## src/design/ptb_pkg.sv

```systemverilog
// package for the pwm time base: register map, fields, resets, encodings
// assumes a 32-bit apb slave with each register on one aligned word
package ptb_pkg;

  // ----------------------------------------------------------------
  // register byte offsets
  // ----------------------------------------------------------------
  localparam logic [7:0] OFS_CTRL_A = 8'h00;
  localparam logic [7:0] OFS_CTRL_B = 8'h04;
  localparam logic [7:0] OFS_PER_LO = 8'h08;
  localparam logic [7:0] OFS_PER_HI = 8'h0C;
  localparam logic [7:0] OFS_COUNT = 8'h10;
  localparam logic [7:0] OFS_STATUS = 8'h14;
  localparam logic [7:0] OFS_PER_ACT = 8'h18;

  // ----------------------------------------------------------------
  // field positions
  // ----------------------------------------------------------------
  localparam int POS_POST = 4;
  localparam int POS_PRESC = 2;
  localparam int POS_MODE = 0;
  localparam int POS_RUN = 7;
  localparam int POS_DIR = 6;
  localparam int POS_IRQ = 0;

  // ----------------------------------------------------------------
  // reset values
  // ----------------------------------------------------------------
  localparam logic [7:0] RST_CTRL_A = 8'h00;
  localparam logic [11:0] RST_PERIOD = 12'h000;
  localparam logic [11:0] RST_COUNT = 12'h000;

  // ----------------------------------------------------------------
  // modes
  // ----------------------------------------------------------------
  typedef enum logic [1:0] {
    PTB_FREE, PTB_SINGLE, PTB_UPDOWN, PTB_DOUBLE
  } ptb_mode_t;

  // last prescaler count for a select code
  function automatic logic [5:0] ptb_presc_last(input logic [1:0] sel);
    unique case (sel)
      2'b00: ptb_presc_last = 6'h00;
      2'b01: ptb_presc_last = 6'h03;
      2'b10: ptb_presc_last = 6'h0F;
      2'b11: ptb_presc_last = 6'h3F;
    endcase
  endfunction

endpackage

```

## src/design/ptb_timebase.sv

```systemverilog
// pwm time base: 12-bit up or up/down counter with scalers and apb regs
// assumes apb3 master on CORE_CLK_IN; all inputs synchronous to it
`timescale 1ns/100ps
module ptb_timebase (
  // clock and reset
  input wire logic CORE_CLK_IN,
  input wire logic RSTN_IN,
  // apb slave
  input wire logic [7:0] PADDR_IN,
  input wire logic PSEL_IN,
  input wire logic PENABLE_IN,
  input wire logic PWRITE_IN,
  input wire logic [31:0] PWDATA_IN,
  output logic [31:0] PRDATA_OUT,
  output logic PREADY_OUT,
  output logic PSLVERR_OUT,
  // to compare and output logic
  output logic [11:0] COUNT_OUT,
  output logic COUNT_DOWN_OUT,
  output logic ZERO_MATCH_OUT,
  output logic PERIOD_MATCH_OUT,
  output logic OUTPUT_ALLOW_OUT,
  // sticky event flag
  output logic IRQ_FLAG_OUT
);

  // ----------------------------------------------------------------
  // state
  // ----------------------------------------------------------------
  typedef struct packed {
    logic [11:0] count;
    logic dir;
    logic run;
    ptb_pkg::ptb_mode_t mode;
    logic [1:0] presc_sel;
    logic [3:0] post_sel;
    logic [11:0] per_buf;
    logic [11:0] per_act;
    logic [5:0] presc_cnt;
    logic [3:0] post_cnt;
    logic irq;
    logic allow;
    logic zero_stb;
    logic per_stb;
    logic [31:0] prdata;
    logic pready;
    logic slverr;
  } ptb_state_t;

  ptb_state_t cur_ff;
  ptb_state_t nxt_st;

  // ----------------------------------------------------------------
  // read decode
  // ----------------------------------------------------------------
  function automatic logic [31:0] rd_word(input ptb_state_t s,
                                          input logic [7:0] a);
    logic [31:0] w;
    w = 32'h0000_0000;
    unique case (a)
      ptb_pkg::OFS_CTRL_A: begin
        w[ptb_pkg::POS_POST +: 4] = s.post_sel;
        w[ptb_pkg::POS_PRESC +: 2] = s.presc_sel;
        w[ptb_pkg::POS_MODE +: 2] = s.mode;
      end
      ptb_pkg::OFS_CTRL_B: begin
        w[ptb_pkg::POS_RUN] = s.run;
        w[ptb_pkg::POS_DIR] = s.dir;
      end
      ptb_pkg::OFS_PER_LO: w[7:0] = s.per_buf[7:0];
      ptb_pkg::OFS_PER_HI: w[3:0] = s.per_buf[11:8];
      ptb_pkg::OFS_COUNT: w[11:0] = s.count;
      ptb_pkg::OFS_STATUS: w[ptb_pkg::POS_IRQ] = s.irq;
      ptb_pkg::OFS_PER_ACT: w[11:0] = s.per_act;
      default: w = 32'h0000_0000;
    endcase
    return w;
  endfunction

  function automatic logic mapped(input logic [7:0] a);
    return (a == ptb_pkg::OFS_CTRL_A) || (a == ptb_pkg::OFS_CTRL_B) ||
           (a == ptb_pkg::OFS_PER_LO) || (a == ptb_pkg::OFS_PER_HI) ||
           (a == ptb_pkg::OFS_COUNT) || (a == ptb_pkg::OFS_STATUS) ||
           (a == ptb_pkg::OFS_PER_ACT);
  endfunction

  // ----------------------------------------------------------------
  // next state
  // ----------------------------------------------------------------
  always_comb begin
    logic tick;
    logic updown;
    logic at_per;
    logic at_zero;
    logic ev_raw;
    logic ev_post;
    logic ev_irq;
    logic wr;
    logic setup;
    logic clr_scal;
    logic clr_irq;
    tick = 1'b0;
    updown = cur_ff.mode[1];
    at_per = cur_ff.count == cur_ff.per_act;
    at_zero = cur_ff.count == 12'h000;
    ev_raw = 1'b0;
    ev_post = 1'b0;
    ev_irq = 1'b0;
    clr_scal = 1'b0;
    clr_irq = 1'b0;
    nxt_st = cur_ff;
    nxt_st.zero_stb = 1'b0;
    nxt_st.per_stb = 1'b0;
    nxt_st.pready = 1'b0;
    nxt_st.slverr = 1'b0;
    setup = PSEL_IN && !PENABLE_IN && !cur_ff.pready;
    wr = PSEL_IN && PENABLE_IN && PWRITE_IN && cur_ff.pready;

    // prescaler
    if (cur_ff.run) begin
      tick = cur_ff.presc_cnt == ptb_pkg::ptb_presc_last(cur_ff.presc_sel);
      if (tick) begin
        nxt_st.presc_cnt = 6'h00;
      end else begin
        nxt_st.presc_cnt = cur_ff.presc_cnt + 6'h01;
      end
    end

    // counter
    if (tick && !updown) begin
      nxt_st.dir = 1'b0;
      if (at_per) begin
        nxt_st.count = 12'h000;
        nxt_st.per_act = cur_ff.per_buf;
        nxt_st.per_stb = 1'b1;
        ev_raw = 1'b1;
        if (cur_ff.mode == ptb_pkg::PTB_SINGLE) begin
          nxt_st.run = 1'b0;
        end
      end else begin
        nxt_st.count = cur_ff.count + 12'h001;
      end
      if (at_zero) begin
        nxt_st.zero_stb = 1'b1;
      end
    end else if (tick) begin
      if (at_zero) begin
        nxt_st.per_act = cur_ff.per_buf;
        nxt_st.zero_stb = 1'b1;
        ev_raw = 1'b1;
      end
      if (at_per) begin
        nxt_st.per_stb = 1'b1;
        if (cur_ff.mode == ptb_pkg::PTB_DOUBLE) begin
          ev_raw = 1'b1;
        end
      end
      if (!cur_ff.dir) begin
        if (at_per && !at_zero) begin
          nxt_st.dir = 1'b1;
          nxt_st.count = cur_ff.count - 12'h001;
          nxt_st.allow = 1'b1;
        end else if (!at_per) begin
          nxt_st.count = cur_ff.count + 12'h001;
        end
      end else begin
        if (at_zero) begin
          nxt_st.dir = 1'b0;
          if (!at_per) begin
            nxt_st.count = 12'h001;
          end
        end else begin
          nxt_st.count = cur_ff.count - 12'h001;
        end
      end
    end

    // stopped: count kept, period tracks its buffer
    if (!cur_ff.run) begin
      nxt_st.per_act = cur_ff.per_buf;
      nxt_st.allow = !updown;
    end

    // postscaler
    if (ev_raw) begin
      if (cur_ff.mode == ptb_pkg::PTB_SINGLE) begin
        ev_irq = 1'b1;
      end else begin
        ev_post = cur_ff.post_cnt == cur_ff.post_sel;
        ev_irq = ev_post;
        nxt_st.post_cnt = ev_post ? 4'h0 : cur_ff.post_cnt + 4'h1;
      end
    end

    // register writes
    if (wr) begin
      unique case (PADDR_IN)
        ptb_pkg::OFS_CTRL_A: begin
          nxt_st.post_sel = PWDATA_IN[ptb_pkg::POS_POST +: 4];
          nxt_st.presc_sel = PWDATA_IN[ptb_pkg::POS_PRESC +: 2];
          nxt_st.mode = ptb_pkg::ptb_mode_t'(
            PWDATA_IN[ptb_pkg::POS_MODE +: 2]);
          clr_scal = 1'b1;
        end
        ptb_pkg::OFS_CTRL_B: begin
          nxt_st.run = PWDATA_IN[ptb_pkg::POS_RUN];
          clr_scal = 1'b1;
        end
        ptb_pkg::OFS_PER_LO: nxt_st.per_buf[7:0] = PWDATA_IN[7:0];
        ptb_pkg::OFS_PER_HI: nxt_st.per_buf[11:8] = PWDATA_IN[3:0];
        ptb_pkg::OFS_COUNT: begin
          nxt_st.count = PWDATA_IN[11:0];
          clr_scal = 1'b1;
        end
        ptb_pkg::OFS_STATUS: clr_irq = PWDATA_IN[ptb_pkg::POS_IRQ];
        default: clr_scal = 1'b0;
      endcase
    end
    if (wr && (PADDR_IN == ptb_pkg::OFS_PER_LO) && !cur_ff.run) begin
      nxt_st.per_act[7:0] = PWDATA_IN[7:0];
    end
    if (clr_scal) begin
      nxt_st.presc_cnt = 6'h00;
      nxt_st.post_cnt = 4'h0;
    end

    // sticky flag, set beats clear
    if (ev_irq) begin
      nxt_st.irq = 1'b1;
    end else if (clr_irq) begin
      nxt_st.irq = 1'b0;
    end

    // apb answer
    if (setup) begin
      nxt_st.pready = 1'b1;
      nxt_st.slverr = !mapped(PADDR_IN);
      nxt_st.prdata = PWRITE_IN ? 32'h0000_0000 : rd_word(cur_ff, PADDR_IN);
    end
  end

  // ----------------------------------------------------------------
  // registers
  // ----------------------------------------------------------------
  always_ff @(posedge CORE_CLK_IN) begin
    if (!RSTN_IN) begin
      cur_ff <= '0;
      cur_ff.count <= ptb_pkg::RST_COUNT;
      cur_ff.per_buf <= ptb_pkg::RST_PERIOD;
      cur_ff.per_act <= ptb_pkg::RST_PERIOD;
      cur_ff.mode <= ptb_pkg::ptb_mode_t'(
        ptb_pkg::RST_CTRL_A[ptb_pkg::POS_MODE +: 2]);
      cur_ff.presc_sel <= ptb_pkg::RST_CTRL_A[ptb_pkg::POS_PRESC +: 2];
      cur_ff.post_sel <= ptb_pkg::RST_CTRL_A[ptb_pkg::POS_POST +: 4];
      cur_ff.allow <= 1'b1;
    end else begin
      cur_ff <= nxt_st;
    end
  end

  // ----------------------------------------------------------------
  // outputs
  // ----------------------------------------------------------------
  assign PRDATA_OUT = cur_ff.prdata;
  assign PREADY_OUT = cur_ff.pready;
  assign PSLVERR_OUT = cur_ff.slverr;
  assign COUNT_OUT = cur_ff.count;
  assign COUNT_DOWN_OUT = cur_ff.dir;
  assign ZERO_MATCH_OUT = cur_ff.zero_stb;
  assign PERIOD_MATCH_OUT = cur_ff.per_stb;
  assign OUTPUT_ALLOW_OUT = cur_ff.allow;
  assign IRQ_FLAG_OUT = cur_ff.irq;

endmodule // ptb_timebase

```

## config.mk

```make
export PLATFORM = sky130hd
export DESIGN_NAME = ptb_timebase
export DESIGN_NICKNAME = d
export VERILOG_FILES = /design/src/design/ptb_pkg.sv /design/src/design/ptb_timebase.sv
export SDC_FILE = /design/constraint.sdc
export NUM_CORES = 1
export LEC_CHECK = 0
export ABC_AREA = 1
export BUFFER_PORTS_ARGS = -buffer_cell sky130_fd_sc_hd__buf_2
export CAP_MARGIN = 15
export CELL_PAD_IN_SITES_DETAIL_PLACEMENT = 1
export CELL_PAD_IN_SITES_GLOBAL_PLACEMENT = 1
export CORE_UTILIZATION = 39
export DETAILED_ROUTE_END_ITERATION = 6
export GPL_ROUTABILITY_DRIVEN = 0
export MAX_ROUTING_LAYER = met4
export PLACE_DENSITY = 0.8
export SETUP_SLACK_MARGIN = 0.3
export SLEW_MARGIN = 20
export SYNTH_ARGS = -nofsm -noshare
export SYNTH_HDL_FRONTEND = slang
export SYNTH_SLANG_ARGS = --single-unit
```

## constraint.sdc

```tcl
create_clock -name CORE_CLK_IN -period 2.55 [get_ports CORE_CLK_IN]
set_input_delay 0.51 -clock CORE_CLK_IN [delete_from_list [all_inputs] [get_ports CORE_CLK_IN]]
set_output_delay 0.51 -clock CORE_CLK_IN [all_outputs]
set_load 0.01 [all_outputs]
```

==> tab_implementation.tex, run 1 <==
\begin{tabular}{lr}
\hline
Metric & Value \\
\hline
\multicolumn{2}{l}{\textbf{Die}} \\
\quad Area of the core & 12000 um\^{}2 \\
\quad Top-Level Pins & 96 \\
\quad Height of the die & 113 um \\
\quad Initial core utilization & 40.0\% \\
\quad Number of rows in the core area & 40 \\
\quad Die Outline Area & 12700 um\^{}2 \\
\quad Horizontal die dimension & 113 um \\
\multicolumn{2}{l}{\textbf{Timing}} \\
\quad Final setup TNS & 0 ns \\
\quad Fmax achieved & 0.465 GHz \\
\quad Normalized max-slew margin & 58.3\% \\
\quad Setup Viol. Count Final & 0 \\
\quad Number of hold violations in the final report & 0 \\
\quad Period minus WS final & 2.15 ns \\
\quad Least setup slack across all paths after layout & 0.401 ns \\
\quad Crit share post-route & 84.3\% \\
\quad Final slew viol count & 0 \\
\quad Worst clock skew on the final layout & 0.00920 ns \\
\quad Least-Margin Pin Slew & 0.621 ns \\
\quad RSZ-0062 raised after global routing & true \\
\multicolumn{2}{l}{\textbf{Synth}} \\
\quad Post-synthesis cell area & 4780 um\^{}2 \\
\quad Warning count from the yosys run & 0 \\
\quad Mean post-synth cell area & 6.61 um\^{}2 \\
\quad Number of distinct library cells after synthesis & 43 \\
\quad Proportion of synthesized chip area in sequential cells & 31.0\% \\
\quad Number of instances in the synthesized netlist & 723 \\
\quad Flop and latch count out of synthesis & 74 \\
\multicolumn{2}{l}{\textbf{Global route}} \\
\quad GRT overflow & 0 \\
\quad Wire length of the first global-routing pass & 25.0 mm \\
\quad Number of antenna violations at the first check in global routing & 0 \\
\quad Overall global routing resource usage & 26.4\% \\
\quad Via count of the first global-routing pass & 4825 \\
\quad Largest net degree at the start of global routing & 46 \\
\multicolumn{2}{l}{\textbf{Power and ir drop}} \\
\quad Maximum resistive drop on vdd & 0.000369 V \\
\quad Total leakage power & 0.00247 uW \\
\quad Power Density & 511 nW/um\^{}2 \\
\multicolumn{2}{l}{\textbf{Drt}} \\
\quad Vias per cell & 5.28 \\
\quad Via Count & 4860 \\
\quad Number of detailed-route iterations in the first pass & 5 \\
\quad Starting DRT DRC Count & 346 \\
\quad WL final & 15.6 mm \\
\quad Final routed wire length divided by cell count & 17.0 um \\
\quad DRT antenna net count & 0 \\
\quad Residual DRC count & 0 \\
\multicolumn{2}{l}{\textbf{Layout}} \\
\quad Diode count & 0 \\
\quad Layout Cell Area excl Fill & 5450 um\^{}2 \\
\quad Fill count & 1608 \\
\quad Area growth, synth to finish & 13.9\% \\
\quad \# nets final & 822 \\
\quad Proportion of layout cells with a drive suffix above 1 & 18.0\% \\
\multicolumn{2}{l}{\textbf{Setup path}} \\
\quad Reg2reg setup slack & 0.40 ns \\
\quad Crit path largest cell delay & 0.46 ns \\
\quad Critical Path Fanout Max & 8 \\
\quad Worst Path Arrival & 2.41 ns \\
\quad Endpoint kind of the worst setup timing path & flop \\
\quad Critical path class & reg -> reg \\
\quad List of cells traversed by the critical path & inv\_2 > ha\_2 > nand3\_1 > nor2\_4 > nand3\_4 > inv\_1 > o21ai\_1 > nand2\_2 > nand3\_2 > nand2\_1 > a21oi\_1 \\
\quad Startpoint type of the worst setup path & flop \\
\quad Required time worst endpoint & 2.81 ns \\
\quad Worst reg2reg path depth & 11 \\
\quad Terminus of the critical flop-to-flop path & cur\_ff[39]\$\_SDFFE\_PP0P\_ \\
\quad Crit path max-delay cell type & dfxtp\_2 \\
\quad R2R Path Start & COUNT\_OUT[0]\$\_SDFF\_PN0\_ \\
\multicolumn{2}{l}{\textbf{Placement}} \\
\quad Post-Place Cell Area & 5020 um\^{}2 \\
\quad Worst slack at placement & 0.135 ns \\
\quad Total of buffers placed on input and output ports & 55 \\
\quad Post-detailed-placement half-perimeter wirelength & 12.1 mm \\
\multicolumn{2}{l}{\textbf{Clock tree}} \\
\quad Reg clk slew, reported paths & 0.06 ns \\
\quad Number of CTS-inserted buffers & 9 \\
\quad H-tree levels & 3 \\
\quad Hold Buf Count CTS & 0 \\
\quad Maximum clock path buffer count & 2 \\
\quad CTS tree & yes \\
\quad Insertion delay to the later sink of the worst-skew pair & 0.34 ns \\
\quad Buffer cell driving the clock tree root & clkbuf\_16 \\
\quad Num Clock Sinks & 74 \\
\multicolumn{2}{l}{\textbf{Status}} \\
\quad Result of the run & completed \\
\multicolumn{2}{l}{\textbf{Hold path}} \\
\quad Hold path depth & 3 \\
\quad Worst Hold Launch & PWDATA\_IN[9] \\
\quad Kind of path behind the tightest hold check & in -> reg \\
\quad Endpoint of the worst hold path & COUNT\_OUT[9]\$\_SDFF\_PN0\_ \\
\multicolumn{2}{l}{\textbf{Run}} \\
\quad Maxcap violations & 0 \\
\hline
\end{tabular}
## flip-flops by register name (all words and copies together) (netlist names)
signal	flops
COUNT_OUT	12
PREADY_OUT	1
PERIOD_MATCH_OUT	1
PSLVERR_OUT	1
IRQ_FLAG_OUT	1
PRDATA_OUT	12
OUTPUT_ALLOW_OUT	1
COUNT_DOWN_OUT	1
cur_ff	43
ZERO_MATCH_OUT	1
## final cells by class
class	count	area, um^2	area share, %
flip-flops and latches	74	1480	27.2
inverters	90	343	6.29
multi-input cells	511	2610	47.9
clock inverters	5	104	1.91
well taps	147	184	3.38
repair buffers	85	500	9.19
clock buffers	9	225	4.13
## metal layers
| layer | track usage, % | vias up | part of all wire [%] |
|---|---|---|---|
| met4 | 9.33 | 0 | 2.1 |
| met2 | 43.8 | 111 | 50 |
| met5 | - | - | 0 |
| met3 | 3.96 | 20 | 4.6 |
| met1 | 32.5 | 2345 | 44 |
| li1 | - | 2384 | - |
## where the power goes
| part | internal, uW | switching (uW) |
|---|---|---|
| Combinational | 47.2 | 122 |
| Sequential | 1160 | 5.35 |
| Clock | 946 | 499 |
| Total | 2160 | 626 |
## critical path: cells and delay by family, from the launching register on
kind | cells | cell delay [ns]
fa+ha+maj | 1 | 0.22
compound gates | 2 | 0.46
flops | 1 | 0.46
buf+inv | 2 | 0.21
simple gates | 6 | 0.72
## cells in the final DEF (no fill, tap or decap), types with 5 or more instances in the layout
master     Yosys  routed
a21oi_1       61      61
inv_1         79      76
xor2_1        14      14
o21ai_0       76      74
ha_1           6       5
xnor2_1        8       8
nand2_1      156     155
buf_2          7      55
nor2_1        59      58
conb_1         1      20
o22ai_1       11      11
nand4_1       10      10
nand3_1       28      28
clkbuf_16      0       9
nor2_2         5       5
buf_4         44      30
nor3_1        13      13
o21ai_1       11      13
dfxtp_1       74      73
inv_2          7       9
## worst max-delay path by stage
| stage | depth (start not counted) | endpoint | from | slack [ns] |
|---|---|---|---|---|
| floorplan | 10 | cur_ff[79]$_SDFFE_PN0P_ | PADDR_IN[1] | 0.72 |
| finish | 11 | cur_ff[39]$_SDFFE_PP0P_ | COUNT_OUT[0]$_SDFF_PN0_ | 0.40 |
| CTS | 11 | cur_ff[38]$_SDFFE_PP0P_ | COUNT_OUT[1]$_SDFF_PN0_ | 0.30 |
| global placement | 11 | cur_ff[40]$_SDFFE_PP0P_ | COUNT_OUT[0]$_SDFF_PN0_ | 0.33 |
| detailed placement | 11 | cur_ff[39]$_SDFFE_PP0P_ | COUNT_OUT[0]$_SDFF_PN0_ | 0.13 |
| global route | 11 | cur_ff[39]$_SDFFE_PP0P_ | COUNT_OUT[0]$_SDFF_PN0_ | 0.26 |
## per-stage QoR
stage	total power, uW	hold WS, ns	instances	utilization [%]
floorplan	1310	0.444	742	-
global placement	1350	0.455	899	42.0
detailed placement	1360	0.459	899	42.0
CTS	2800	0.447	913	44.9
global route	2880	0.485	921	45.5
finish	2780	0.459	921	45.5
## synthesized netlist by cell type, drive strengths merged
| master | instances | area [um^2] |
|---|---|---|
| a211oi | 1 | 7.51 |
| a21boi | 1 | 11.3 |
| a21oi | 63 | 323 |
| a22o | 1 | 8.76 |
| a22oi | 1 | 7.51 |
| a32oi | 1 | 8.76 |
| buf | 55 | 410 |
| clkbuf | 12 | 45.0 |
| clkinv | 4 | 17.5 |
| conb | 1 | 3.75 |
| dfxtp | 74 | 1480 |
| ha | 6 | 75.1 |
| inv | 86 | 323 |
| nand2 | 160 | 621 |
| nand3 | 33 | 198 |
| nand3b | 2 | 15.0 |
| nand4 | 11 | 83.8 |
| nor2 | 66 | 284 |
| nor3 | 14 | 75.1 |
| nor4 | 2 | 12.5 |
| o211ai | 2 | 15.0 |
| o21ai | 90 | 462 |
| o221ai | 1 | 8.76 |
| o22ai | 11 | 68.8 |
| o31ai | 3 | 22.5 |
| xnor2 | 8 | 70.1 |
| xor2 | 14 | 123 |
## logic make-up (layout without fill, tap and decap cells)
kind of cell | after synthesis | count (layout) | share of synthesized area (%)
compound gates | 175 | 175 | 19.7
xor+xnor | 22 | 22 | 4.03
fa+ha+maj | 6 | 6 | 1.57
buf+inv | 157 | 189 | 16.6
flops | 74 | 74 | 31.0
other cells | 1 | 20 | 0.0784
simple gates | 288 | 288 | 27.0
## repair_timing
| item | 4_1_cts | 5_1_grt |
|---|---|---|
| pin swaps | 0 | 3 |
| setup endpoints to repair | 12 | 20 |
| setup buffers | 0 | 8 |
| gates resized for setup | 4 | 10 |
No activity file was read; power rests on OpenSTA's default activity.
==> inputs of run 2 (changes only) <==
--- a/config.mk
+++ b/config.mk
@@ -10,11 +10,11 @@
 export CAP_MARGIN = 15
 export CELL_PAD_IN_SITES_DETAIL_PLACEMENT = 1
 export CELL_PAD_IN_SITES_GLOBAL_PLACEMENT = 1
-export CORE_UTILIZATION = 39
+export CORE_UTILIZATION = 35
 export DETAILED_ROUTE_END_ITERATION = 6
 export GPL_ROUTABILITY_DRIVEN = 0
 export MAX_ROUTING_LAYER = met4
-export PLACE_DENSITY = 0.8
+export PLACE_DENSITY = 0.75
 export SETUP_SLACK_MARGIN = 0.3
 export SLEW_MARGIN = 20
 export SYNTH_ARGS = -nofsm -noshare
==> constraint.sdc (replaced) <==
create_clock -name CORE_CLK_IN -period 1.9 [get_ports CORE_CLK_IN]
set_input_delay 0.38 -clock CORE_CLK_IN [delete_from_list [all_inputs] [get_ports CORE_CLK_IN]]
set_output_delay 0.38 -clock CORE_CLK_IN [all_outputs]
set_load 0.01 [all_outputs]
==> tab_implementation.tex, run 2 (synthesis results as in run 1) <==
\begin{tabular}{lr}
\hline
Metric & Value \\
\hline
\multicolumn{2}{l}{\textbf{Layout}} \\
\quad Leading cell type in the layout, fill and taps excluded & nand2\_1 (unchanged) \\
\quad Proportion of layout cells with a drive suffix above 1 & 42.9\% (was 18.0\%) \\
\quad Fill count & 1658 (was 1608) \\
\quad Final Non-Filler Cells & 1047 (was 921) \\
\quad Register name with the most flops & cur\_ff (unchanged) \\
\quad Diode count & 0 (unchanged) \\
\quad Number of flip-flops in the largest register & 43 (unchanged) \\
\quad Commonest cells after routing, fill and taps aside & 130 x nand2\_1, 86 x buf\_4, 62 x inv\_1 (was 155 x nand2\_1, 76 x inv\_1, 74 x o21ai\_0) \\
\quad Area growth, synth to finish & 47.1\% (was 13.9\%) \\
\quad \# nets final & 918 (was 822) \\
\multicolumn{2}{l}{\textbf{Power and ir drop}} \\
\quad Clock share of power & 49.9\% (was 51.9\%) \\
\quad Post-route total power & 3770 uW (was 2780 uW) \\
\quad Maximum resistive drop on vdd & 0.000627 V (was 0.000369 V) \\
\quad Total leakage power & 0.00314 uW (was 0.00247 uW) \\
\quad Switching part of the total & 24.8\% (was 22.5\%) \\
\quad Total internal power & 2840 uW (was 2160 uW) \\
\quad Power Density & 537 nW/um\^{}2 (was 511 nW/um\^{}2) \\
\quad Fraction of power consumed by combinational cells & 8.8\% (was 6.1\%) \\
\quad Switching power of the nets & 936 uW (was 626 uW) \\
\quad Share of power burned in registers & 41.3\% (was 42.0\%) \\
\multicolumn{2}{l}{\textbf{Setup path}} \\
\quad Reg2reg setup slack & -0.07 ns (was 0.40 ns) \\
\quad Endpoint kind of the worst setup timing path & flop (unchanged) \\
\quad Critical path class & reg -> reg (unchanged) \\
\quad Startpoint type of the worst setup path & flop (unchanged) \\
\quad R2R Path Start & COUNT\_OUT[1]\$\_SDFF\_PN0\_ (was COUNT\_OUT[0]\$\_SDFF\_PN0\_) \\
\quad Critical Path Fanout Max & 6 (was 8) \\
\quad Required time worst endpoint & 2.18 ns (was 2.81 ns) \\
\quad Worst Path Arrival & 2.25 ns (was 2.41 ns) \\
\quad Terminus of the critical flop-to-flop path & COUNT\_OUT[3]\$\_SDFF\_PN0\_ (was cur\_ff[39]\$\_SDFFE\_PP0P\_) \\
\quad Worst reg2reg path depth & 14 (was 11) \\
\multicolumn{2}{l}{\textbf{Clock tree}} \\
\quad CTS tree & yes (unchanged) \\
\quad Buffer cell driving the clock tree root & clkbuf\_16 (unchanged) \\
\quad Maximum clock path buffer count & 2 (unchanged) \\
\quad Hold Buf Count CTS & 0 (unchanged) \\
\quad Reg clk slew, reported paths & 0.06 ns (about the same) \\
\quad Insertion delay to the later sink of the worst-skew pair & 0.35 ns (was 0.34 ns) \\
\quad Number of CTS-inserted buffers & 9 (unchanged) \\
\quad Num Clock Sinks & 74 (unchanged) \\
\quad H-tree levels & 3 (unchanged) \\
\multicolumn{2}{l}{\textbf{Drt}} \\
\quad Via Count & 5610 (was 4860) \\
\quad WL final & 20.6 mm (was 15.6 mm) \\
\quad Starting DRT DRC Count & 493 (was 346) \\
\quad Residual DRC count & 0 (unchanged) \\
\quad Vias per cell & 5.36 (was 5.28) \\
\quad Final routed wire length divided by cell count & 19.6 um (was 17.0 um) \\
\quad Number of detailed-route iterations in the first pass & 5 (unchanged) \\
\quad DRT antenna net count & 0 (unchanged) \\
\multicolumn{2}{l}{\textbf{Die}} \\
\quad Area of the core & 13300 um\^{}2 (was 12000 um\^{}2) \\
\quad Number of rows in the core area & 42 (was 40) \\
\quad Top-Level Pins & 96 (unchanged) \\
\quad Die Outline Area & 14100 um\^{}2 (was 12700 um\^{}2) \\
\quad Height of the die & 119 um (was 113 um) \\
\quad Horizontal die dimension & 119 um (was 113 um) \\
\quad Initial core utilization & 36.0\% (was 40.0\%) \\
\multicolumn{2}{l}{\textbf{Global route}} \\
\quad Largest net degree at the start of global routing & 46 (unchanged) \\
\quad Overall global routing resource usage & 27.6\% (was 26.4\%) \\
\quad GRT overflow & 0 (unchanged) \\
\quad Wire length of the first global-routing pass & 29.3 mm (was 25.0 mm) \\
\quad Via count of the first global-routing pass & 5718 (was 4825) \\
\quad Number of antenna violations at the first check in global routing & 0 (unchanged) \\
\multicolumn{2}{l}{\textbf{Timing}} \\
\quad Number of hold violations in the final report & 0 (unchanged) \\
\quad Setup Viol. Count Final & 10 (was 0) \\
\quad Fmax achieved & 0.507 GHz (was 0.465 GHz) \\
\quad Final Hold Slack & 0.325 ns (was 0.459 ns) \\
\quad Period minus WS final & 1.97 ns (was 2.15 ns) \\
\quad Worst clock skew on the final layout & 0.00901 ns (was 0.00920 ns) \\
\quad Normalized max-slew margin & 63.5\% (was 58.3\%) \\
\quad Final slew viol count & 0 (unchanged) \\
\quad Final setup TNS & -0.394 ns (was 0 ns) \\
\quad Least-Margin Pin Slew & 0.548 ns (was 0.621 ns) \\
\quad Least setup slack across all paths after layout & -0.0733 ns (was 0.401 ns) \\
\quad Crit share post-route & 104\% (was 84.3\%) \\
\quad RSZ-0062 raised after global routing & true (unchanged) \\
\multicolumn{2}{l}{\textbf{Placement}} \\
\quad Total of buffers placed on input and output ports & 55 (unchanged) \\
\quad Post-detailed-placement half-perimeter wirelength & 13.2 mm (was 12.1 mm) \\
\quad Total placed cells including tap cells & 984 (was 899) \\
\multicolumn{2}{l}{\textbf{Hold path}} \\
\quad Endpoint of the worst hold path & COUNT\_OUT[9]\$\_SDFF\_PN0\_ (unchanged) \\
\quad Worst Hold Launch & PWDATA\_IN[9] (unchanged) \\
\quad Kind of path behind the tightest hold check & in -> reg (unchanged) \\
\quad Hold path depth & 3 (unchanged) \\
\multicolumn{2}{l}{\textbf{Status}} \\
\quad Failing checks & negative setup slack \\
\quad Result of the run & finished, violations left (was completed) \\
\multicolumn{2}{l}{\textbf{Run}} \\
\quad Maxcap violations & 0 (unchanged) \\
\hline
\end{tabular}
## run 2: cell count changes in the layout (fill, tap and decap cells not counted), moves of 22 or more
| cell | previous run | this run |
|---|---|---|
| buf_4 | 30 | 86 |
| a21oi_1 | 61 | 38 |
| o21ai_0 | 74 | 52 |
| buf_6 | 0 | 33 |
| a21oi_2 | 2 | 25 |
| nand2_1 | 155 | 130 |
## run 2: power by group through the flow
stage / clock network (uW) / logic (uW) / registers [uW]
final: 1880 / 334 / 1560
after global routing: 1960 / 352 / 1560
after CTS: 1890 / 265 / 1560
after detailed placement: 0 / 249 / 1600
after global placement: 0 / 240 / 1600
after floorplan: 0 / 163 / 1600
## run 2: how the worst max path moves through the flow
stage / start / end / slack, ns / cells past startpoint
6_report: COUNT_OUT[1]$_SDFF_PN0_ / COUNT_OUT[3]$_SDFF_PN0_ / -0.07 / 14
5_1_grt: COUNT_OUT[2]$_SDFF_PN0_ / COUNT_OUT[9]$_SDFF_PN0_ / -0.15 / 13
4_1_cts: COUNT_OUT[11]$_SDFF_PN0_ / COUNT_OUT[8]$_SDFF_PN0_ / 0.04 / 15
3_5_place_dp: COUNT_OUT[1]$_SDFF_PN0_ / COUNT_OUT[6]$_SDFF_PN0_ / -0.1 / 11
3_3_place_gp: COUNT_OUT[1]$_SDFF_PN0_ / COUNT_OUT[6]$_SDFF_PN0_ / -0.05 / 11
2_1_floorplan: COUNT_OUT[6]$_SDFF_PN0_ / COUNT_OUT[0]$_SDFF_PN0_ / 0.23 / 15
## run 2: per-stage QoR
stage / util [%] / area, um^2 / setup slack (ns)
6_report: 52.9 / 7030 / -0.0733
5_1_grt: 52.9 / 7030 / -0.152
4_1_cts: 47.1 / 6260 / 0.0376
3_5_place_dp: 41.9 / 5570 / -0.0968
3_3_place_gp: 41.9 / 5570 / -0.0525
2_1_floorplan: - / 4970 / 0.226
## run 2: repair_timing
action,CTS,global route
setup endpoints to repair,36,61
pin swaps,17,53
gates cloned,3,0
gates resized for setup,58,171
setup buffers,20,25
## run 2: layer usage
metal  routed length (um)  global-route usage, %  vias up
li1                     -                      -     2596
met1                 8160                   31.5     2764
met2                10400                   47.6      182
met3                  972                   5.12       68
met4                 1040                   11.4        0
met5                    0                      -        -
## run 2: cell type report
class	instances	area, um^2	area share (%)
Tap cell	176	220	3.13
Clock inverter	5	78.8	1.12
Inverter	90	379	5.39
Clock buffer	10	239	3.40
Timing Repair inverter	1	7.51	0.107
Multi-Input combinational cell	513	3220	45.7
Timing Repair Buffer	178	1360	19.4
Sequential cell	74	1530	21.7
## run 2: worst max-delay path, cell delays in order, from the launching register on
cell and delay [ns]:
dfxtp_4 0.37, inv_6 0.09, nand2_2 0.08, nand2_2 0.09, nand2_2 0.06, nor2_2 0.12
nand3_2 0.15, buf_6 0.17, nand2_8 0.07, nand2_8 0.09, nor2_4 0.19, inv_2 0.09
o21ai_2 0.13, nand2_1 0.09, a21oi_2 0.12
